File: config.mk
export PLATFORM = sky130hd
export DESIGN_NAME = sels_sequencer
export DESIGN_NICKNAME = d
export VERILOG_FILES = /design/src/design/sels_pkg.sv /design/src/design/sels_counter_clock_gen.sv /design/src/design/sels_sequencer.sv
export VERILOG_INCLUDE_DIRS = /design/src /design/src/design
export SDC_FILE = /design/constraint.sdc
export NUM_CORES = 1
export LEC_CHECK = 0
export BUFFER_PORTS_ARGS = -buffer_cell sky130_fd_sc_hd__buf_2
export CORE_UTILIZATION = 45
export DETAILED_ROUTE_END_ITERATION = 7
export HOLD_SLACK_MARGIN = 0.08
export PLACE_DENSITY = 0.71
export SYNTH_ARGS = -nofsm -noshare
export SYNTH_HDL_FRONTEND = slang
export SYNTH_SLANG_ARGS = --single-unit
File: constraint.sdc
create_clock -name hclk -period 3.27 [get_ports hclk]
set_clock_uncertainty 0.05 [all_clocks]
set_input_delay 0.4905 -clock hclk [delete_from_list [all_inputs] [get_ports hclk]]
set_output_delay 0.4905 -clock hclk [all_outputs]
set_load 0.005 [all_outputs]
File: src/design/sels_cfg.svh
/*
 * Offsets, bit positions, reset values and counts of the STOP-exit and
 * limp-home sequencer. Assumes inclusion by bare name from design files.
 */
`ifndef SELS_CFG_SVH
`define SELS_CFG_SVH

// register byte offsets (low address bits)
`define SELS_OFF_CTRL 12'h000
`define SELS_OFF_CLKSEL 12'h004
`define SELS_OFF_SLOW 12'h008
`define SELS_OFF_STAT 12'h00c

// control register fields
`define SELS_B_NO_LIMP 0
`define SELS_B_IRQ_EN 1
`define SELS_B_PSEUDO_EN 2
`define SELS_B_AUTO_BW 3
`define SELS_B_MON_EN 4
`define SELS_B_FMON_EN 5
`define SELS_B_DELAY_SEL 6
`define SELS_CTRL_W 7
`define SELS_CTRL_RST 7'h18

// clock select register fields
`define SELS_B_PLL_SEL 0
`define SELS_B_SLOW_SEL 1
`define SELS_CLKSEL_RST 2'h0

// slow divider register
`define SELS_SLOW_W 6
`define SELS_SLOW_RST 6'h00

// status register fields
`define SELS_B_LIMP_STAT 0
`define SELS_B_LIMP_CHG 1
`define SELS_B_STOPPED 2
`define SELS_B_PSEUDO 3
`define SELS_B_LIMP_FORCE 4

// exit delay counter
`define SELS_CNT_W 13
`define SELS_DONE_BIT 12
`define SELS_SHORT_CNT 13'h0010

// counter clock divider
`define SELS_DIV_W 8
`define SELS_DIV_BYPASS 8'h02
`define SELS_VCO_DIV 8'h08

`endif

File: src/design/sels_pkg.sv
/*
 * Types of the STOP-exit and limp-home sequencer.
 * Assumes nothing of its surroundings.
 */
package sels_pkg;

    typedef enum logic [3:0] {
        SELS_RUN = 4'b0001,
        SELS_STOP = 4'b0010,
        SELS_WAIT = 4'b0100,
        SELS_SHORT = 4'b1000
    } sels_state_e;

    typedef logic [1:0] sels_trans_t;

endpackage

File: src/design/sels_counter_clock_gen.sv
/*
 * Counter clock tick generator: one hclk-wide tick per counter clock cycle.
 * Assumes hclk stands for the oscillator clock; the limp-home VCO is modelled
 * by a fixed divide while vco_select is high.
 */
`include "sels_cfg.svh"

module sels_cnt_clk_gen #(
    parameter logic [`SELS_DIV_W-1:0] VCO_DIV = `SELS_VCO_DIV
) (
    // clock and reset
    input wire logic hclk,
    input wire logic hresetn,
    // divider control
    input wire logic [`SELS_SLOW_W-1:0] slow_div,
    input wire logic vco_select,
    // counter clock tick
    output logic tick
);
    import sels_pkg::*;

    logic [`SELS_DIV_W-1:0] cnt_q, cnt_d;
    logic [`SELS_DIV_W-1:0] period;
    logic tick_q, tick_d;

    // slow divider gives 2*slow, counter clock halves it again
    always_comb begin
        if (vco_select) begin
            period = VCO_DIV;
        end else if (slow_div == '0) begin
            period = `SELS_DIV_BYPASS;
        end else begin
            period = {slow_div, 2'b00};
        end
        tick_d = (cnt_q >= period - 8'h01);
        cnt_d = tick_d ? '0 : cnt_q + 8'h01;
    end

    always_ff @(posedge hclk or negedge hresetn) begin
        if (!hresetn) begin
            cnt_q <= '0;
            tick_q <= 1'b0;
        end else begin
            cnt_q <= cnt_d;
            tick_q <= tick_d;
        end
    end

    assign tick = tick_q;

endmodule

File: src/design/sels_sequencer.sv
/*
 * STOP and pseudo-STOP exit sequencer with limp-home control, AHB-Lite slave.
 * Assumes a single hclk domain; wake pins and the clock monitor result are
 * asynchronous; stop_req is a one-cycle pulse from logic on hclk.
 */
// The implementer's own choices: the AHB-Lite interface to the registers and the register offsets.
`include "sels_cfg.svh"

module sels_sequencer #(
    parameter int SYNC_N = 7
) (
    // clock and reset
    input wire logic hclk,
    input wire logic hresetn,
    // ahb-lite slave
    input wire logic hsel,
    input wire logic [31:0] haddr,
    input wire sels_pkg::sels_trans_t htrans,
    input wire logic hwrite,
    input wire logic [2:0] hsize,
    input wire logic [31:0] hwdata,
    input wire logic hready,
    output logic hreadyout,
    output logic hresp,
    output logic [31:0] hrdata,
    // cpu stop instruction
    input wire logic stop_req,
    // wake requests and clock monitor, asynchronous, active high
    input wire logic ext_reset_wake,
    input wire logic irq_pin,
    input wire logic nonmaskable_interrupt_pin,
    input wire logic key_wake_j,
    input wire logic key_wake_h,
    input wire logic can_wake,
    input wire logic ext_clock_present,
    // clock control
    output logic chip_release,
    output logic osc_low_amplitude,
    output logic vco_run,
    output logic bus_clock_pll_select_eff,
    output logic module_clock_slow_select_eff,
    output logic clock_monitor_enable_eff,
    output logic pll_relock_req,
    output logic clock_monitor_reset,
    output logic limp_home_irq_req,
    output sels_pkg::sels_state_e seq_state
);
    import sels_pkg::*;

    function automatic logic is_reg(input logic [11:0] a, input logic [11:0] off);
        is_reg = (a[11:2] == off[11:2]);
    endfunction

    // synchronisers
    logic [SYNC_N-1:0] async_in, sync1_q, sync2_q;
    logic wake_s, clk_ok_s;

    assign async_in = {ext_clock_present, can_wake, key_wake_h, key_wake_j,
                       nonmaskable_interrupt_pin, irq_pin, ext_reset_wake};

    genvar gi;
    generate
        for (gi = 0; gi < SYNC_N; gi++) begin : g_sync
            always_ff @(posedge hclk or negedge hresetn) begin
                if (!hresetn) begin
                    sync1_q[gi] <= 1'b0;
                    sync2_q[gi] <= 1'b0;
                end else begin
                    sync1_q[gi] <= async_in[gi];
                    sync2_q[gi] <= sync1_q[gi];
                end
            end
        end
    endgenerate

    assign wake_s = |sync2_q[SYNC_N-2:0];
    assign clk_ok_s = sync2_q[SYNC_N-1];

    // bus
    logic [11:0] addr_q, addr_d;
    logic wr_q, wr_d;
    logic [31:0] hrdata_q, hrdata_d;
    logic ap;

    // configuration
    logic [`SELS_CTRL_W-1:0] ctrl_q, ctrl_d;
    logic [1:0] clksel_q, clksel_d;
    logic [`SELS_SLOW_W-1:0] slow_q, slow_d;

    // sequencer
    sels_state_e st_q, st_d;
    logic [`SELS_CNT_W-1:0] cnt_q, cnt_d, cnt_inc;
    logic limp_q, limp_d, lstat_q, lstat_d, flag_q, flag_d;
    logic pseudo_q, pseudo_d, relock_q, relock_d, cmrst_q, cmrst_d;
    logic tick, seq_tick, flag_clr, check_hit;
    logic no_limp, mon_any, delay_sel, auto_bw, pll_sel;

    assign no_limp = ctrl_q[`SELS_B_NO_LIMP];
    assign mon_any = ctrl_q[`SELS_B_MON_EN] | ctrl_q[`SELS_B_FMON_EN];
    assign delay_sel = ctrl_q[`SELS_B_DELAY_SEL];
    assign auto_bw = ctrl_q[`SELS_B_AUTO_BW];
    assign pll_sel = clksel_q[`SELS_B_PLL_SEL];

    // counter clock from the slow divider, VCO while limp forcing is on
    sels_cnt_clk_gen u_cnt_clk (
        .hclk(hclk),
        .hresetn(hresetn),
        .slow_div(slow_q),
        .vco_select(limp_q),
        .tick(tick)
    );

    // without limp-home the counter only runs on crystal activity
    assign seq_tick = tick && (limp_q || clk_ok_s);
    assign cnt_inc = cnt_q + 13'h0001;
    assign check_hit = seq_tick && cnt_inc[`SELS_DONE_BIT] && !cnt_q[`SELS_DONE_BIT];
    assign ap = hsel && hready && htrans[1];
    assign flag_clr = wr_q && is_reg(addr_q, `SELS_OFF_STAT) && hwdata[`SELS_B_LIMP_CHG];

    always_comb begin
        ctrl_d = ctrl_q;
        clksel_d = clksel_q;
        slow_d = slow_q;
        if (wr_q && is_reg(addr_q, `SELS_OFF_CTRL)) begin
            ctrl_d = hwdata[`SELS_CTRL_W-1:0];
        end
        if (wr_q && is_reg(addr_q, `SELS_OFF_CLKSEL)) begin
            clksel_d = hwdata[1:0];
        end
        if (wr_q && is_reg(addr_q, `SELS_OFF_SLOW)) begin
            slow_d = hwdata[`SELS_SLOW_W-1:0];
        end
    end

    always_comb begin
        st_d = st_q;
        cnt_d = cnt_q;
        limp_d = limp_q;
        lstat_d = lstat_q;
        pseudo_d = pseudo_q;
        relock_d = 1'b0;
        cmrst_d = 1'b0;
        unique case (st_q)
            SELS_RUN: begin
                if (stop_req) begin
                    if (no_limp && mon_any) begin
                        cmrst_d = 1'b1;
                    end else begin
                        st_d = SELS_STOP;
                        pseudo_d = ctrl_q[`SELS_B_PSEUDO_EN];
                        cnt_d = '0;
                    end
                end else if (limp_q && seq_tick) begin
                    cnt_d = cnt_inc;
                    if (check_hit && clk_ok_s) begin
                        limp_d = 1'b0;
                        lstat_d = 1'b0;
                        relock_d = auto_bw && pll_sel;
                    end
                end
            end
            SELS_STOP: begin
                if (wake_s) begin
                    cnt_d = '0;
                    if (!no_limp) begin
                        if (delay_sel) begin
                            st_d = SELS_WAIT;
                            limp_d = 1'b1;
                        end else if (clk_ok_s) begin
                            st_d = SELS_RUN;
                        end else begin
                            st_d = SELS_RUN;
                            limp_d = 1'b1;
                            lstat_d = 1'b1;
                        end
                    end else if (delay_sel) begin
                        st_d = SELS_WAIT;
                    end else if (pseudo_q) begin
                        st_d = SELS_SHORT;
                    end else begin
                        st_d = SELS_RUN;
                    end
                end
            end
            SELS_WAIT: begin
                if (cnt_q[`SELS_DONE_BIT]) begin
                    cnt_d = '0;
                    st_d = SELS_RUN;
                    pseudo_d = 1'b0;
                    if (limp_q && clk_ok_s) begin
                        limp_d = 1'b0;
                        relock_d = auto_bw && pll_sel;
                    end else if (limp_q) begin
                        lstat_d = 1'b1;
                    end
                end else if (seq_tick) begin
                    cnt_d = cnt_inc;
                end
            end
            SELS_SHORT: begin
                if (cnt_q == `SELS_SHORT_CNT) begin
                    cnt_d = '0;
                    st_d = SELS_RUN;
                    pseudo_d = 1'b0;
                end else if (seq_tick) begin
                    cnt_d = cnt_inc;
                end
            end
        endcase
        if (st_d == SELS_RUN) begin
            pseudo_d = 1'b0;
        end
        // a status change in the same cycle as the clear keeps the flag set
        flag_d = (flag_q && !flag_clr) || (lstat_d != lstat_q);
    end

    always_comb begin
        addr_d = ap ? haddr[11:0] : addr_q;
        wr_d = ap && hwrite;
        hrdata_d = hrdata_q;
        if (ap && !hwrite) begin
            hrdata_d = '0;
            if (is_reg(haddr[11:0], `SELS_OFF_CTRL)) begin
                hrdata_d[`SELS_CTRL_W-1:0] = ctrl_d;
            end else if (is_reg(haddr[11:0], `SELS_OFF_CLKSEL)) begin
                hrdata_d[1:0] = clksel_d;
            end else if (is_reg(haddr[11:0], `SELS_OFF_SLOW)) begin
                hrdata_d[`SELS_SLOW_W-1:0] = slow_d;
            end else if (is_reg(haddr[11:0], `SELS_OFF_STAT)) begin
                hrdata_d[`SELS_B_LIMP_STAT] = lstat_d;
                hrdata_d[`SELS_B_LIMP_CHG] = flag_d;
                hrdata_d[`SELS_B_STOPPED] = (st_d != SELS_RUN);
                hrdata_d[`SELS_B_PSEUDO] = pseudo_d;
                hrdata_d[`SELS_B_LIMP_FORCE] = limp_d;
            end
        end
    end

    always_ff @(posedge hclk or negedge hresetn) begin
        if (!hresetn) begin
            addr_q <= '0;
            wr_q <= 1'b0;
            hrdata_q <= '0;
            ctrl_q <= `SELS_CTRL_RST;
            clksel_q <= `SELS_CLKSEL_RST;
            slow_q <= `SELS_SLOW_RST;
            st_q <= SELS_RUN;
            cnt_q <= '0;
            limp_q <= 1'b0;
            lstat_q <= 1'b0;
            flag_q <= 1'b0;
            pseudo_q <= 1'b0;
            relock_q <= 1'b0;
            cmrst_q <= 1'b0;
        end else begin
            addr_q <= addr_d;
            wr_q <= wr_d;
            hrdata_q <= hrdata_d;
            ctrl_q <= ctrl_d;
            clksel_q <= clksel_d;
            slow_q <= slow_d;
            st_q <= st_d;
            cnt_q <= cnt_d;
            limp_q <= limp_d;
            lstat_q <= lstat_d;
            flag_q <= flag_d;
            pseudo_q <= pseudo_d;
            relock_q <= relock_d;
            cmrst_q <= cmrst_d;
        end
    end

    assign hreadyout = 1'b1;
    assign hresp = 1'b0;
    assign hrdata = hrdata_q;
    assign seq_state = st_q;
    assign chip_release = (st_q == SELS_RUN);
    assign osc_low_amplitude = (st_q == SELS_STOP) && pseudo_q;
    assign vco_run = limp_q;
    assign bus_clock_pll_select_eff = limp_q | pll_sel;
    assign module_clock_slow_select_eff = !limp_q && clksel_q[`SELS_B_SLOW_SEL];
    assign clock_monitor_enable_eff = (st_q != SELS_STOP) && (limp_q || mon_any);
    assign pll_relock_req = relock_q;
    assign clock_monitor_reset = cmrst_q;
    assign limp_home_irq_req = ctrl_q[`SELS_B_IRQ_EN] && flag_q;
endmodule

### After elaboration in Yosys (flattened, before gate mapping)

Cells that the tools add are included.

| word-level totals | value |
|---|---|
| logic and storage cells | 160 |
| input bits | 82 |
| register bits | 81 |

| operators by class | value |
|---|---|
| equality and inequality tests | 20 |
| order comparisons | 1 |
| bitwise operators | 2 |
| add/sub/neg operators | 3 |
| reduce and logical (&&, ||, !) cells | 35 |
| mux-type cells | 68 |

Operators by type and width:

| cell | number |
|---|---|
| two-way mux 13 bit | 8 |
| one-hot mux 13 bit (4 select lines) | 1 |
| equality test 10 x 2 -> 1 bit, second input constant | 4 |
| two-way mux 4 bit | 9 |
| two-way mux 1 bit | 34 |
| two-way mux 8 bit | 3 |
| logical AND 1 bit | 22 |
| equality test 10 x 1 -> 1 bit, second input constant | 2 |
| zero test 10 bit | 2 |
| one-hot mux 4 bit (4 select lines) | 1 |
| adder 13 x 1 -> 13 bit, second input constant | 1 |
| equality test 13 x 5 -> 1 bit, second input constant | 1 |
| two-way mux 6 bit | 2 |
| two-way mux 5 bit | 2 |
| != test 3 bit, second input constant | 3 |
| one-hot mux 1 bit (3 select lines) | 3 |
| adder 8 x 1 -> 8 bit, second input constant | 1 |
| equality test 4 x 1 -> 1 bit, second input constant | 2 |
| greater-or-equal comparator 8 bit | 1 |
| subtractor 8 x 1 -> 8 bit, second input constant | 1 |
| two-way mux 7 bit | 1 |
| zero test 6 bit | 1 |
| OR reduction 6 bit | 1 |
| AND reduction 5 bit | 1 |
| other kinds (15) | 22 |

### Logic depth before layout (Yosys ltp)

Gate-level depths: netlist of run 1.

| logic depth | value |
|---|---|
| word-level depth | 15 |
| mapped depth | 14 |
| mapped depth without buffers | 12 |

### By module

A second synthesis of run 1 with hierarchy kept.

| second synthesis, totals | value |
|---|---|
| cell total of the unflattened synthesis | 425 |
| area, all modules | 4344.2 sq um |

Modules (own cells, without submodules):

| module | cells an instance | area each (sq um) | instances |
|---|---|---|---|
| sels_sequencer | 350 | 3662.3 | 1 |
| sels_cnt_clk_gen | 75 | 681.9 | 1 |

### Worst setup path before layout of run 1

No wires, ideal clock.

| path | value |
|---|---|
| path type | register -> register |
| start | reg slow_q[1] |
| end | reg u_cnt_clk.cnt_q[2] |
| arrival | 2.664 ns |
| stages on the path, launching flop included | 14 |
| setup slack | 0.484 ns |
| path buffers | 1 |
| clock period less this slack | 2.786 ns |
| library setup time | 0.072 ns |
| cells stage by stage | dfrtp_1 > or3_1 > or3_1 > ha_1 > nand2_1 > xnor2_1 > nand2b_1 > ha_1 > a21o_1 > a21oi_1 > o21ai_0 > a21o_1 > clkbuf_1 > nor2_1 |

| between the ends | value |
|---|---|
| word-level cells in the longest chain between the ends | 6 |

RTL lines:

| what | RTL line | RTL |
|---|---|---|
| start: declaration | sels_sequencer.sv:88 | `` logic [`SELS_SLOW_W-1:0] slow_q, slow_d; `` |
| start signal: assignment | sels_sequencer.sv:246 | `` slow_q <= `SELS_SLOW_RST; `` |
| start signal: assignment | sels_sequencer.sv:261 | `slow_q <= slow_d;` |
| zero test 6 bit | sels_counter_clock_gen.sv:30 | `end else if (slow_div == '0) begin` |
| two-way mux 8 bit * | sels_counter_clock_gen.sv:30 |  |
| two-way mux 8 bit * | sels_counter_clock_gen.sv:28 | `if (vco_select) begin` |
| subtractor 8 x 1 -> 8 bit * | sels_counter_clock_gen.sv:35 | `tick_d = (cnt_q >= period - 8'h01);` |
| greater-or-equal comparator 8 bit * | sels_counter_clock_gen.sv:35 |  |
| named net u_cnt_clk.tick_d | sels_counter_clock_gen.sv:24 | `logic tick_q, tick_d;` |
| two-way mux 8 bit * | sels_counter_clock_gen.sv:36 | `cnt_d = tick_d ? '0 : cnt_q + 8'h01;` |
| named net u_cnt_clk.cnt_d[2] | sels_counter_clock_gen.sv:22 | `` logic [`SELS_DIV_W-1:0] cnt_q, cnt_d; `` |
| end signal: assignment | sels_counter_clock_gen.sv:44 | `cnt_q <= cnt_d;` |
| end: declaration | sels_counter_clock_gen.sv:22 |  |

The timed path passes the listed nets; every way through them passes the cells marked *.
A chain may end at the register's enable or synchronous reset.

### Worst setup path after layout of run 1

| path | value |
|---|---|
| start | reg slow_q[1] |
| end | reg u_cnt_clk.cnt_q[1] |

| between the ends | value |
|---|---|
| word-level cells in the longest chain between the ends | 6 |

RTL lines:

| what | RTL line |
|---|---|
| zero test 6 bit | sels_counter_clock_gen.sv:30 |
| two-way mux 8 bit * | sels_counter_clock_gen.sv:30 |
| two-way mux 8 bit * | sels_counter_clock_gen.sv:28 |
| subtractor 8 x 1 -> 8 bit * | sels_counter_clock_gen.sv:35 |
| greater-or-equal comparator 8 bit * | sels_counter_clock_gen.sv:35 |
| two-way mux 8 bit * | sels_counter_clock_gen.sv:36 |
| named net u_cnt_clk.cnt_d[1] | sels_counter_clock_gen.sv:22 |

Marked as above.

==> tab_implementation.tex, run 1 <==
\begin{tabular}{lr}
\hline
Metric & Value \\
\hline
\multicolumn{2}{l}{\textbf{Cells and area}} \\
Number of filler cells placed in the layout & 855 \\
Number of antenna cells inserted & 0 \\
Area of the multi-input gates & 2140 um\^{}2 \\
Nets@finish & 582 \\
Register area & between 1500 and 2000 um\^{}2 \\
Final instance count without filler cells & approximately 620 \\
Share of cells above drive strength 1 & a little under a quarter \\
Area growth from synthesis to layout & 11.6\% \\
\multicolumn{2}{l}{\textbf{Logic synthesis}} \\
Part of the Yosys area used for sequential elements & 45.3\% \\
Main combinational cell family by area after synthesis & simple AND/OR/NAND/NOR gates \\
Fraction of the mapped netlist area in simple logic gates & a little under a fifth \\
Synth Instances & between 400 and 500 \\
Post-Synth Adder-Cell Area & 3.15\% \\
Flip-flop cell with the highest count after synthesis & dfrtp\_1 \\
Count of cell types in the netlist & just over 70 \\
Synth Area per Inst & 10.0 um\^{}2 \\
Library cell occupying the most area in the post-synthesis netlist & dfrtp\_1 \\
Top post-synthesis cells by area & dfrtp\_1 (44\%), mux2\_2 (5.9\%), buf\_4 (4.6\%), nand2\_1 (3.3\%), ha\_1 (3.1\%) \\
Summed instance area of the synthesized netlist & 4370 um\^{}2 \\
Post-synth top area share & between 40 and 50\% \\
Xor/xnor share of the synthesized area & 2.40\% \\
Count of yosys warnings during synthesis & 0 \\
Compound-gate portion of the synthesized area & 16.1\% \\
Multiplexer share of the synthesized area & under 10\% \\
Flip-flop and latch count after synthesis & roughly 80 \\
Share of flip-flops with an asynchronous set or reset & between 90\% and 100\% \\
Number of synthesized flops with an enable pin & 0 \\
\multicolumn{2}{l}{\textbf{Clocking}} \\
Number of buffers inserted during clock tree synthesis & 9 \\
Later-pin clock latency in the skew report & roughly 0.35 ns \\
Count of hold-fix buffers inserted at cts & 0 \\
CTS root buffer & clkbuf\_8 \\
Maximum clock path buffer count & 2 \\
Number of buffers added for setup after CTS & 0 \\
Clk sink count & between 70 and 80 \\
Clock tree from TritonCTS & yes \\
Level count of the clock H-tree & 3 \\
Clock transition at path regs & approximately 0.08 ns \\
Total of cells resized after clock tree synthesis & 0 \\
\multicolumn{2}{l}{\textbf{Worst hold path}} \\
Start point of the worst min-delay path & ext\_clock\_present \\
Hold crit path type & in -> reg \\
\multicolumn{2}{l}{\textbf{Power}} \\
Internal power & $\sim$2.0 mW \\
Part of the total power dissipated in combinational logic & a little over a third \\
Leakage power & between 2 and 2.5 nW \\
Share of power burned in registers & between 30\% and 40\% \\
Max IR drop VDD & around 0.00032 V \\
Final Total Pwr & approximately 3.2 mW \\
Power per standard cell area & 661 nW/um\^{}2 \\
Power dissipated by switching net loads & roughly 1.2 mW \\
Net Sw Frac & a little over a third \\
Portion of total power attributed to the clock network & between 20\% and 30\% \\
\multicolumn{2}{l}{\textbf{Placed design}} \\
Worst slack after detailed placement & roughly 0.29 ns \\
Last weighted congestion value of the routability-driven placer & between 0.9 and 1 \\
Sum of net half-perimeters after detailed placement & 6730 um \\
I/O Buffers & 50 \\
Total placed cells including tap cells & about 610 \\
\multicolumn{2}{l}{\textbf{Critical path}} \\
Critical path endpoint & u\_cnt\_clk.cnt\_q[1] \\
Worst reg2reg path depth & 12 \\
Critical R2R Capture & u\_cnt\_clk.cnt\_q[1] \\
Endpoint class of the critical path & flip-flop \\
Setup Crit Path Kind & reg -> reg \\
Setup slack, reg-to-reg & between 0.2 and 0.3 ns \\
Launching point of the worst reg2reg path & slow\_q[1] \\
Required time at the endpoint of the critical path & 3.49 ns \\
Data arrival time of the critical path & roughly 3.2 ns \\
Maximum fanout encountered on the critical timing path & 9 \\
Startpoint type of the worst setup path & flip-flop \\
Launching instance or port of the critical path & slow\_q[1] \\
\multicolumn{2}{l}{\textbf{STA}} \\
Slew at the pin closest to its max-slew limit & 0.971 ns \\
Time the final worst path needs with I/O delays and setup & approximately 3 ns \\
Unrepaired setup endpoints after global routing & false \\
Worst slew margin relative to its limit & roughly a third \\
Max-slew violation count & 0 \\
Total count of hold-check failures in the final report & 0 \\
Setup\_tns & 0 ns \\
Setup WS post-layout & 0.278 ns \\
Hold\_ws & approximately 0.20 ns \\
Total of endpoints with negative setup slack in the final report & 0 \\
Period Utilization, post-route & between 90\% and 100\% \\
Maximum clock frequency & approximately 330 MHz \\
\multicolumn{2}{l}{\textbf{Drt}} \\
Post-route DRC violation count & 0 \\
Routed wirelength normalized by instance count & 14.5 um \\
Count of antenna-violating nets left after detailed routing & 0 \\
Starting DRC count in detailed routing & $\sim$230 \\
Via count & $\sim$3400 \\
Vias per std cell & 5.43 \\
Total routed wirelength & roughly 9100 um \\
Detailed Routing Iterations Pass 1 & 5 \\
\multicolumn{2}{l}{\textbf{Floorplan}} \\
Initial Util & about 47\% \\
Core Area & 9330 um\^{}2 \\
Die area & a little over 10000 um\^{}2 \\
Die extent in x & 101 um \\
Number of placement rows & 35 \\
Number of primary I/O pins & 129 \\
Die Ht & between 100 and 150 um \\
\multicolumn{2}{l}{\textbf{Outcome}} \\
Status & finished clean \\
\multicolumn{2}{l}{\textbf{Global routing}} \\
First-pass GRT wire length & approximately 15000 um \\
Total routing usage reported by global routing & between 10\% and 20\% \\
Vias in the first global route & 3242 \\
Antenna violations before repair & 0 \\
Final global-route overflow total & 0 \\
Maximum number of pins on one net before global-route repair & 80 \\
\multicolumn{2}{l}{\textbf{Job}} \\
Reported max-cap violation count & 0 \\
\hline
\end{tabular}
[sequential cells by signal (all words and copies together), names as in the netlist, 2 cells and up]
register / flops
addr_q: 10
clksel_q: 2
cnt_q: 13
ctrl_q: 7
hrdata: 7
seq_state: 4
slow_q: 6
sync1_q: 7
sync2_q: 6
u_cnt_clk.cnt_q: 8
[critical path, cell delays in order, from the launching register on]
cell and delay [ns]:
dfrtp_1 0.45, or3_1 0.42, or3_1 0.39, ha_1 0.23
nand2_1 0.09, xnor2_1 0.12, nand2b_1 0.08, ha_1 0.29
a21o_1 0.16, a21oi_1 0.12, o21ai_0 0.10, a21o_1 0.29
nor2_1 0.15
[cells in the mapped netlist, types with 3 or more instances]
cell type / n
nor2b_1: 4
o31ai_1: 5
xor2_1: 8
or2_2: 3
a31oi_1: 3
a21o_1: 5
o21ai_0: 17
buf_2: 7
nand4_1: 7
dfstp_2: 3
o211ai_1: 5
mux2_2: 23
dfrtp_1: 76
a21oi_1: 14
nand2_1: 39
a2bb2oi_1: 6
nor3_1: 8
clkbuf_1: 5
buf_4: 27
nand3_1: 19
and3_1: 4
nand2b_1: 10
xnor2_1: 4
inv_1: 16
nor4b_1: 5
nor2_1: 33
and4_1: 4
ha_1: 11
or3_1: 3
nor4_1: 7
and2_1: 5
[metal layers]
layer / GRT usage [%] / part of all wire [%]
met5: 0 / 0
met1: 25.6 / 45
met2: 31.6 / 47
met3: 3.54 / 5.8
met4: 7.92 / 1.9
[cells in the final DEF, fill, tap and decap left out, types with 11 or more instances in the layout]
cell      n
dfrtp_1  76
buf_2    49
nand2_1  39
nor2_1   33
conb_1   27
mux2_2   23
nand3_1  19
o21ai_0  17
inv_1    16
a21oi_1  14
ha_1     11
[kinds of logic after synthesis]
family	count (synthesis)
xor+xnor	12
other cells	2
fa+ha+maj	11
buf+inv	59
simple gates	159
mux	23
compound gates	92
flops	79
[worst min-delay path by stage]
stage                 endpoint  slack (ns)  depth (start not counted)
finish              sync1_q[6]        0.20                          1
global route        sync1_q[5]        0.17                          1
CTS                 sync1_q[1]        0.19                          1
detailed placement  sync2_q[0]        0.29                          0
global placement    sync2_q[2]        0.28                          0
floorplan           addr_q[10]        0.14                          0
[area by class of cell]
class,count,area share (%)
inverters,17,1.31
flip-flops and latches,79,40.6
multi-input cells,324,43.8
well taps,129,3.31
clock inverters,6,1.90
clock buffers,10,2.62
repair buffers,58,6.42
[power by group through the flow]
| stage | Sequential (mW) | Combinational (mW) | Clock [mW] |
|---|---|---|---|
| floorplan | 1.22 | 0.920 | 0 |
| global placement | 1.29 | 1.12 | 0 |
| detailed placement | 1.29 | 1.14 | 0 |
| CTS | 1.27 | 1.15 | 0.825 |
| global route | 1.30 | 1.29 | 0.863 |
| finish | 1.27 | 1.14 | 0.809 |
[through the flow]
step / utilization (%) / instance area (um^2)
2_1_floorplan: - / 4460
3_3_place_gp: 49.9 / 4660
3_5_place_dp: 49.9 / 4660
4_1_cts: 52.3 / 4880
5_1_grt: 52.3 / 4880
6_report: 52.3 / 4880
No activity file was read; power rests on OpenSTA's default activity.
==> run 2: changes to the inputs <==
--- a/config.mk
+++ b/config.mk
@@ -7,6 +7,7 @@
 export NUM_CORES = 1
 export LEC_CHECK = 0
 export BUFFER_PORTS_ARGS = -buffer_cell sky130_fd_sc_hd__buf_2
+export CORE_ASPECT_RATIO = 0.7
 export CORE_UTILIZATION = 45
 export DETAILED_ROUTE_END_ITERATION = 7
 export HOLD_SLACK_MARGIN = 0.08
==> run 2 against run 1 <==
Routed wire length rose by 4.4%. Via count up 0.41%. Worst hold slack improved by 0.012 ns. Worst setup slack improved by 0.012 ns. Register-to-register slack barely moved. Total power rose by 6.4%. Non-clock buffer count fell by 3. Clock power up 26%. Critical path depth did not move. Highest routed layer unchanged.
==> tab_implementation.tex, run 2 (synthesis results as in run 1) <==
\begin{tabular}{lr}
\hline
Metric & Value \\
\hline
\multicolumn{2}{l}{\textbf{Critical path}} \\
Number of gates on the worst path with buffers counted & 12 (unchanged) \\
Worst reg2reg path depth & 12 (unchanged) \\
CP Cell Sequence & or3\_1 -> or3\_1 -> ha\_1 -> nand2\_1 -> xnor2\_1 -> nand2b\_1 -> ha\_1 -> a21o\_1 -> a21oi\_1 -> o21ai\_0 -> a21o\_1 -> nor2\_1 \\
CP delay by family, top & simple AND/OR/NAND/NOR gates \\
Data arrival time of the critical path & 3.19 ns (-0.02 ns) \\
Setup Crit Path Kind & reg -> reg \\
WP buf/inv & 0 (unchanged) \\
Endpoint class of the critical path & flip-flop \\
Startpoint type of the worst setup path & flip-flop \\
Highest-delay cell along the critical path & dfrtp\_1 \\
Maximum fanout encountered on the critical timing path & 9 (unchanged) \\
Critical Path Max Stage Delay & 0.44 ns (about the same) \\
Required time at the endpoint of the critical path & 3.48 ns (about the same) \\
\multicolumn{2}{l}{\textbf{Drt}} \\
Vias per std cell & 5.53 (+1.7\%) \\
Routed wirelength normalized by instance count & 15.4 um (+5.8\%) \\
Detailed Routing Iterations Pass 1 & 5 (unchanged) \\
Count of antenna-violating nets left after detailed routing & 0 (unchanged) \\
Starting DRC count in detailed routing & 216 (-6.5\%) \\
Total routed wirelength & 9460 um (+4.4\%) \\
Post-route DRC violation count & 0 (unchanged) \\
Via count & 3400 (+0.41\%) \\
\multicolumn{2}{l}{\textbf{Placed design}} \\
I/O Buffers & 50 (unchanged) \\
Sum of net half-perimeters after detailed placement & 6910 um (+2.6\%) \\
Total placed instance area & 4630 um\^{}2 (-0.62\%) \\
Last weighted congestion value of the routability-driven placer & 0.866 (-4.5\%) \\
Worst slack after detailed placement & 0.305 ns (+0.0188 ns) \\
\multicolumn{2}{l}{\textbf{Clocking}} \\
Number of buffers inserted during clock tree synthesis & 9 (unchanged) \\
Clk sink count & 79 (unchanged) \\
Level count of the clock H-tree & 3 (unchanged) \\
Total of cells resized after clock tree synthesis & 0 (unchanged) \\
CTS root buffer & clkbuf\_16 \\
Number of buffers added for setup after CTS & 0 (unchanged) \\
Clock tree from TritonCTS & yes \\
Clock transition at path regs & 0.06 ns (-0.02 ns) \\
Maximum clock path buffer count & 2 (unchanged) \\
Count of hold-fix buffers inserted at cts & 0 (unchanged) \\
Later-pin clock latency in the skew report & 0.34 ns (about the same) \\
\multicolumn{2}{l}{\textbf{Worst hold path}} \\
Hold crit path type & in -> reg \\
Hold-critical path depth & 1 (unchanged) \\
\multicolumn{2}{l}{\textbf{Cells and area}} \\
Register area & 1980 um\^{}2 (unchanged) \\
Nets@finish & 579 (-0.52\%) \\
Post-route design area & 4930 um\^{}2 (+1.2\%) \\
Final Util & 53.3\% (+1.0 points) \\
Number of antenna cells inserted & 0 (unchanged) \\
Max FFs per register & 13 (unchanged) \\
Register with the most flip-flops & cnt\_q \\
Share of cells above drive strength 1 & 22.8\% (-0.27 points) \\
Leading cell type in the layout, fill and taps excluded & dfrtp\_1 \\
Number of filler cells placed in the layout & 836 (-2.2\%) \\
Area growth from synthesis to layout & 12.9\% \\
Regs by FF count & cnt\_q: 13 flops, addr\_q: 10 flops, u\_cnt\_clk.cnt\_q: 8 flops \\
Highest-count cells in the layout ignoring fill and taps & dfrtp\_1 (76), buf\_2 (49), nand2\_1 (39) \\
Area of the multi-input gates & 2140 um\^{}2 (unchanged) \\
\multicolumn{2}{l}{\textbf{STA}} \\
Setup\_tns & 0 ns (unchanged) \\
Total of endpoints with negative setup slack in the final report & 0 (unchanged) \\
Maximum clock frequency & 336 MHz (+0.42\%) \\
Total count of hold-check failures in the final report & 0 (unchanged) \\
Unrepaired setup endpoints after global routing & false \\
Hold\_ws & 0.208 ns (+0.0123 ns) \\
Period Utilization, post-route & 91.1\% (-0.38 points) \\
Max-slew violation count & 0 (unchanged) \\
Time the final worst path needs with I/O delays and setup & 2.98 ns (-0.0124 ns) \\
Setup WS post-layout & 0.290 ns (+0.0124 ns) \\
Slew at the pin closest to its max-slew limit & 0.982 ns (+0.0104 ns) \\
Worst slew margin relative to its limit & 34.6\% (-0.69 points) \\
\multicolumn{2}{l}{\textbf{Power}} \\
Max IR drop VDD & 0.000545 V (+69\%) \\
Leakage power & 2.24 nW (+1.4\%) \\
Power per standard cell area & 696 nW/um\^{}2 (+5.2\%) \\
\multicolumn{2}{l}{\textbf{Job}} \\
Reported max-cap violation count & 0 (unchanged) \\
\multicolumn{2}{l}{\textbf{Outcome}} \\
Status & finished clean \\
\multicolumn{2}{l}{\textbf{Global routing}} \\
Antenna violations before repair & 0 (unchanged) \\
Layer carrying the most global-route usage & met2 \\
Maximum number of pins on one net before global-route repair & 80 (unchanged) \\
Vias in the first global route & 3235 (-0.22\%) \\
Final global-route overflow total & 0 (unchanged) \\
Met3 usage & 4.62\% (+1.1 points) \\
Met2 track utilization from global routing & 30.2\% (-1.4 points) \\
Grt met1 use & 29.2\% (+3.7 points) \\
First-pass GRT wire length & 16000 um (+4.7\%) \\
Total routing usage reported by global routing & 20.2\% (+0.78 points) \\
\multicolumn{2}{l}{\textbf{Floorplan}} \\
Number of primary I/O pins & 129 (unchanged) \\
Number of placement rows & 29 (-17\%) \\
Die extent in x & 120 um (+19\%) \\
Initial Util & 47.2\% (+0.38 points) \\
Die area & 10100 um\^{}2 (about the same) \\
Die Ht & 84.5 um (-16\%) \\
Core Area & 9250 um\^{}2 (-0.80\%) \\
\hline
\end{tabular}
-- run 2: final timing paths --
kind | slack (ns) | startpoint | end
max reg2reg | 0.29 | slow_q[1] | u_cnt_clk.cnt_q[7]
max | 0.29 | slow_q[1] | u_cnt_clk.cnt_q[7]
min | 0.21 | key_wake_j | sync1_q[3]
min in group asynchronous | 0.25 | hresetn | seq_state[2]
min reg2reg | 0.30 | sync1_q[1] | sync2_q[1]
max in group asynchronous | 2.26 | hresetn | u_cnt_clk.cnt_q[6]
-- run 2: worst reg2reg max path, delay by kind of cell (launching register included) --
| family | cells | cell delay (ns) |
|---|---|---|
| compound gates | 4 | 0.66 |
| xor+xnor | 1 | 0.11 |
| fa+ha+maj | 2 | 0.52 |
| flops | 1 | 0.44 |
| simple gates | 5 | 1.11 |
-- run 2: cell type report --
type	instances	area share, %
sequential	79	40.2
clock buffer	9	4.57
timing repair buffer	55	5.89
clock inverter	7	1.62
tap	124	3.15
inverter	17	1.29
multi-input combinational	324	43.3
-- run 2: layer usage --
| layer | up-vias | wire (um) |
|---|---|---|
| met2 | 132 | 4190 |
| met5 | - | 0 |
| met4 | 0 | 108 |
| met3 | 11 | 571 |
| li1 | 1630 | - |
| met1 | 1627 | 4600 |
-- run 2: through the flow --
step,power (mW),instances
CTS,3.45,615
global placement,2.39,599
global route,3.66,615
detailed placement,2.42,599
floorplan,2.14,462
finish,3.43,615
-- run 2: report_power, final --
part / total [mW] / switching, mW / internal [mW]
logic: 1.16 / 0.693 / 0.466
clock network: 1.02 / 0.421 / 0.600
registers: 1.25 / 0.135 / 1.12
total: 3.43 / 1.25 / 2.18
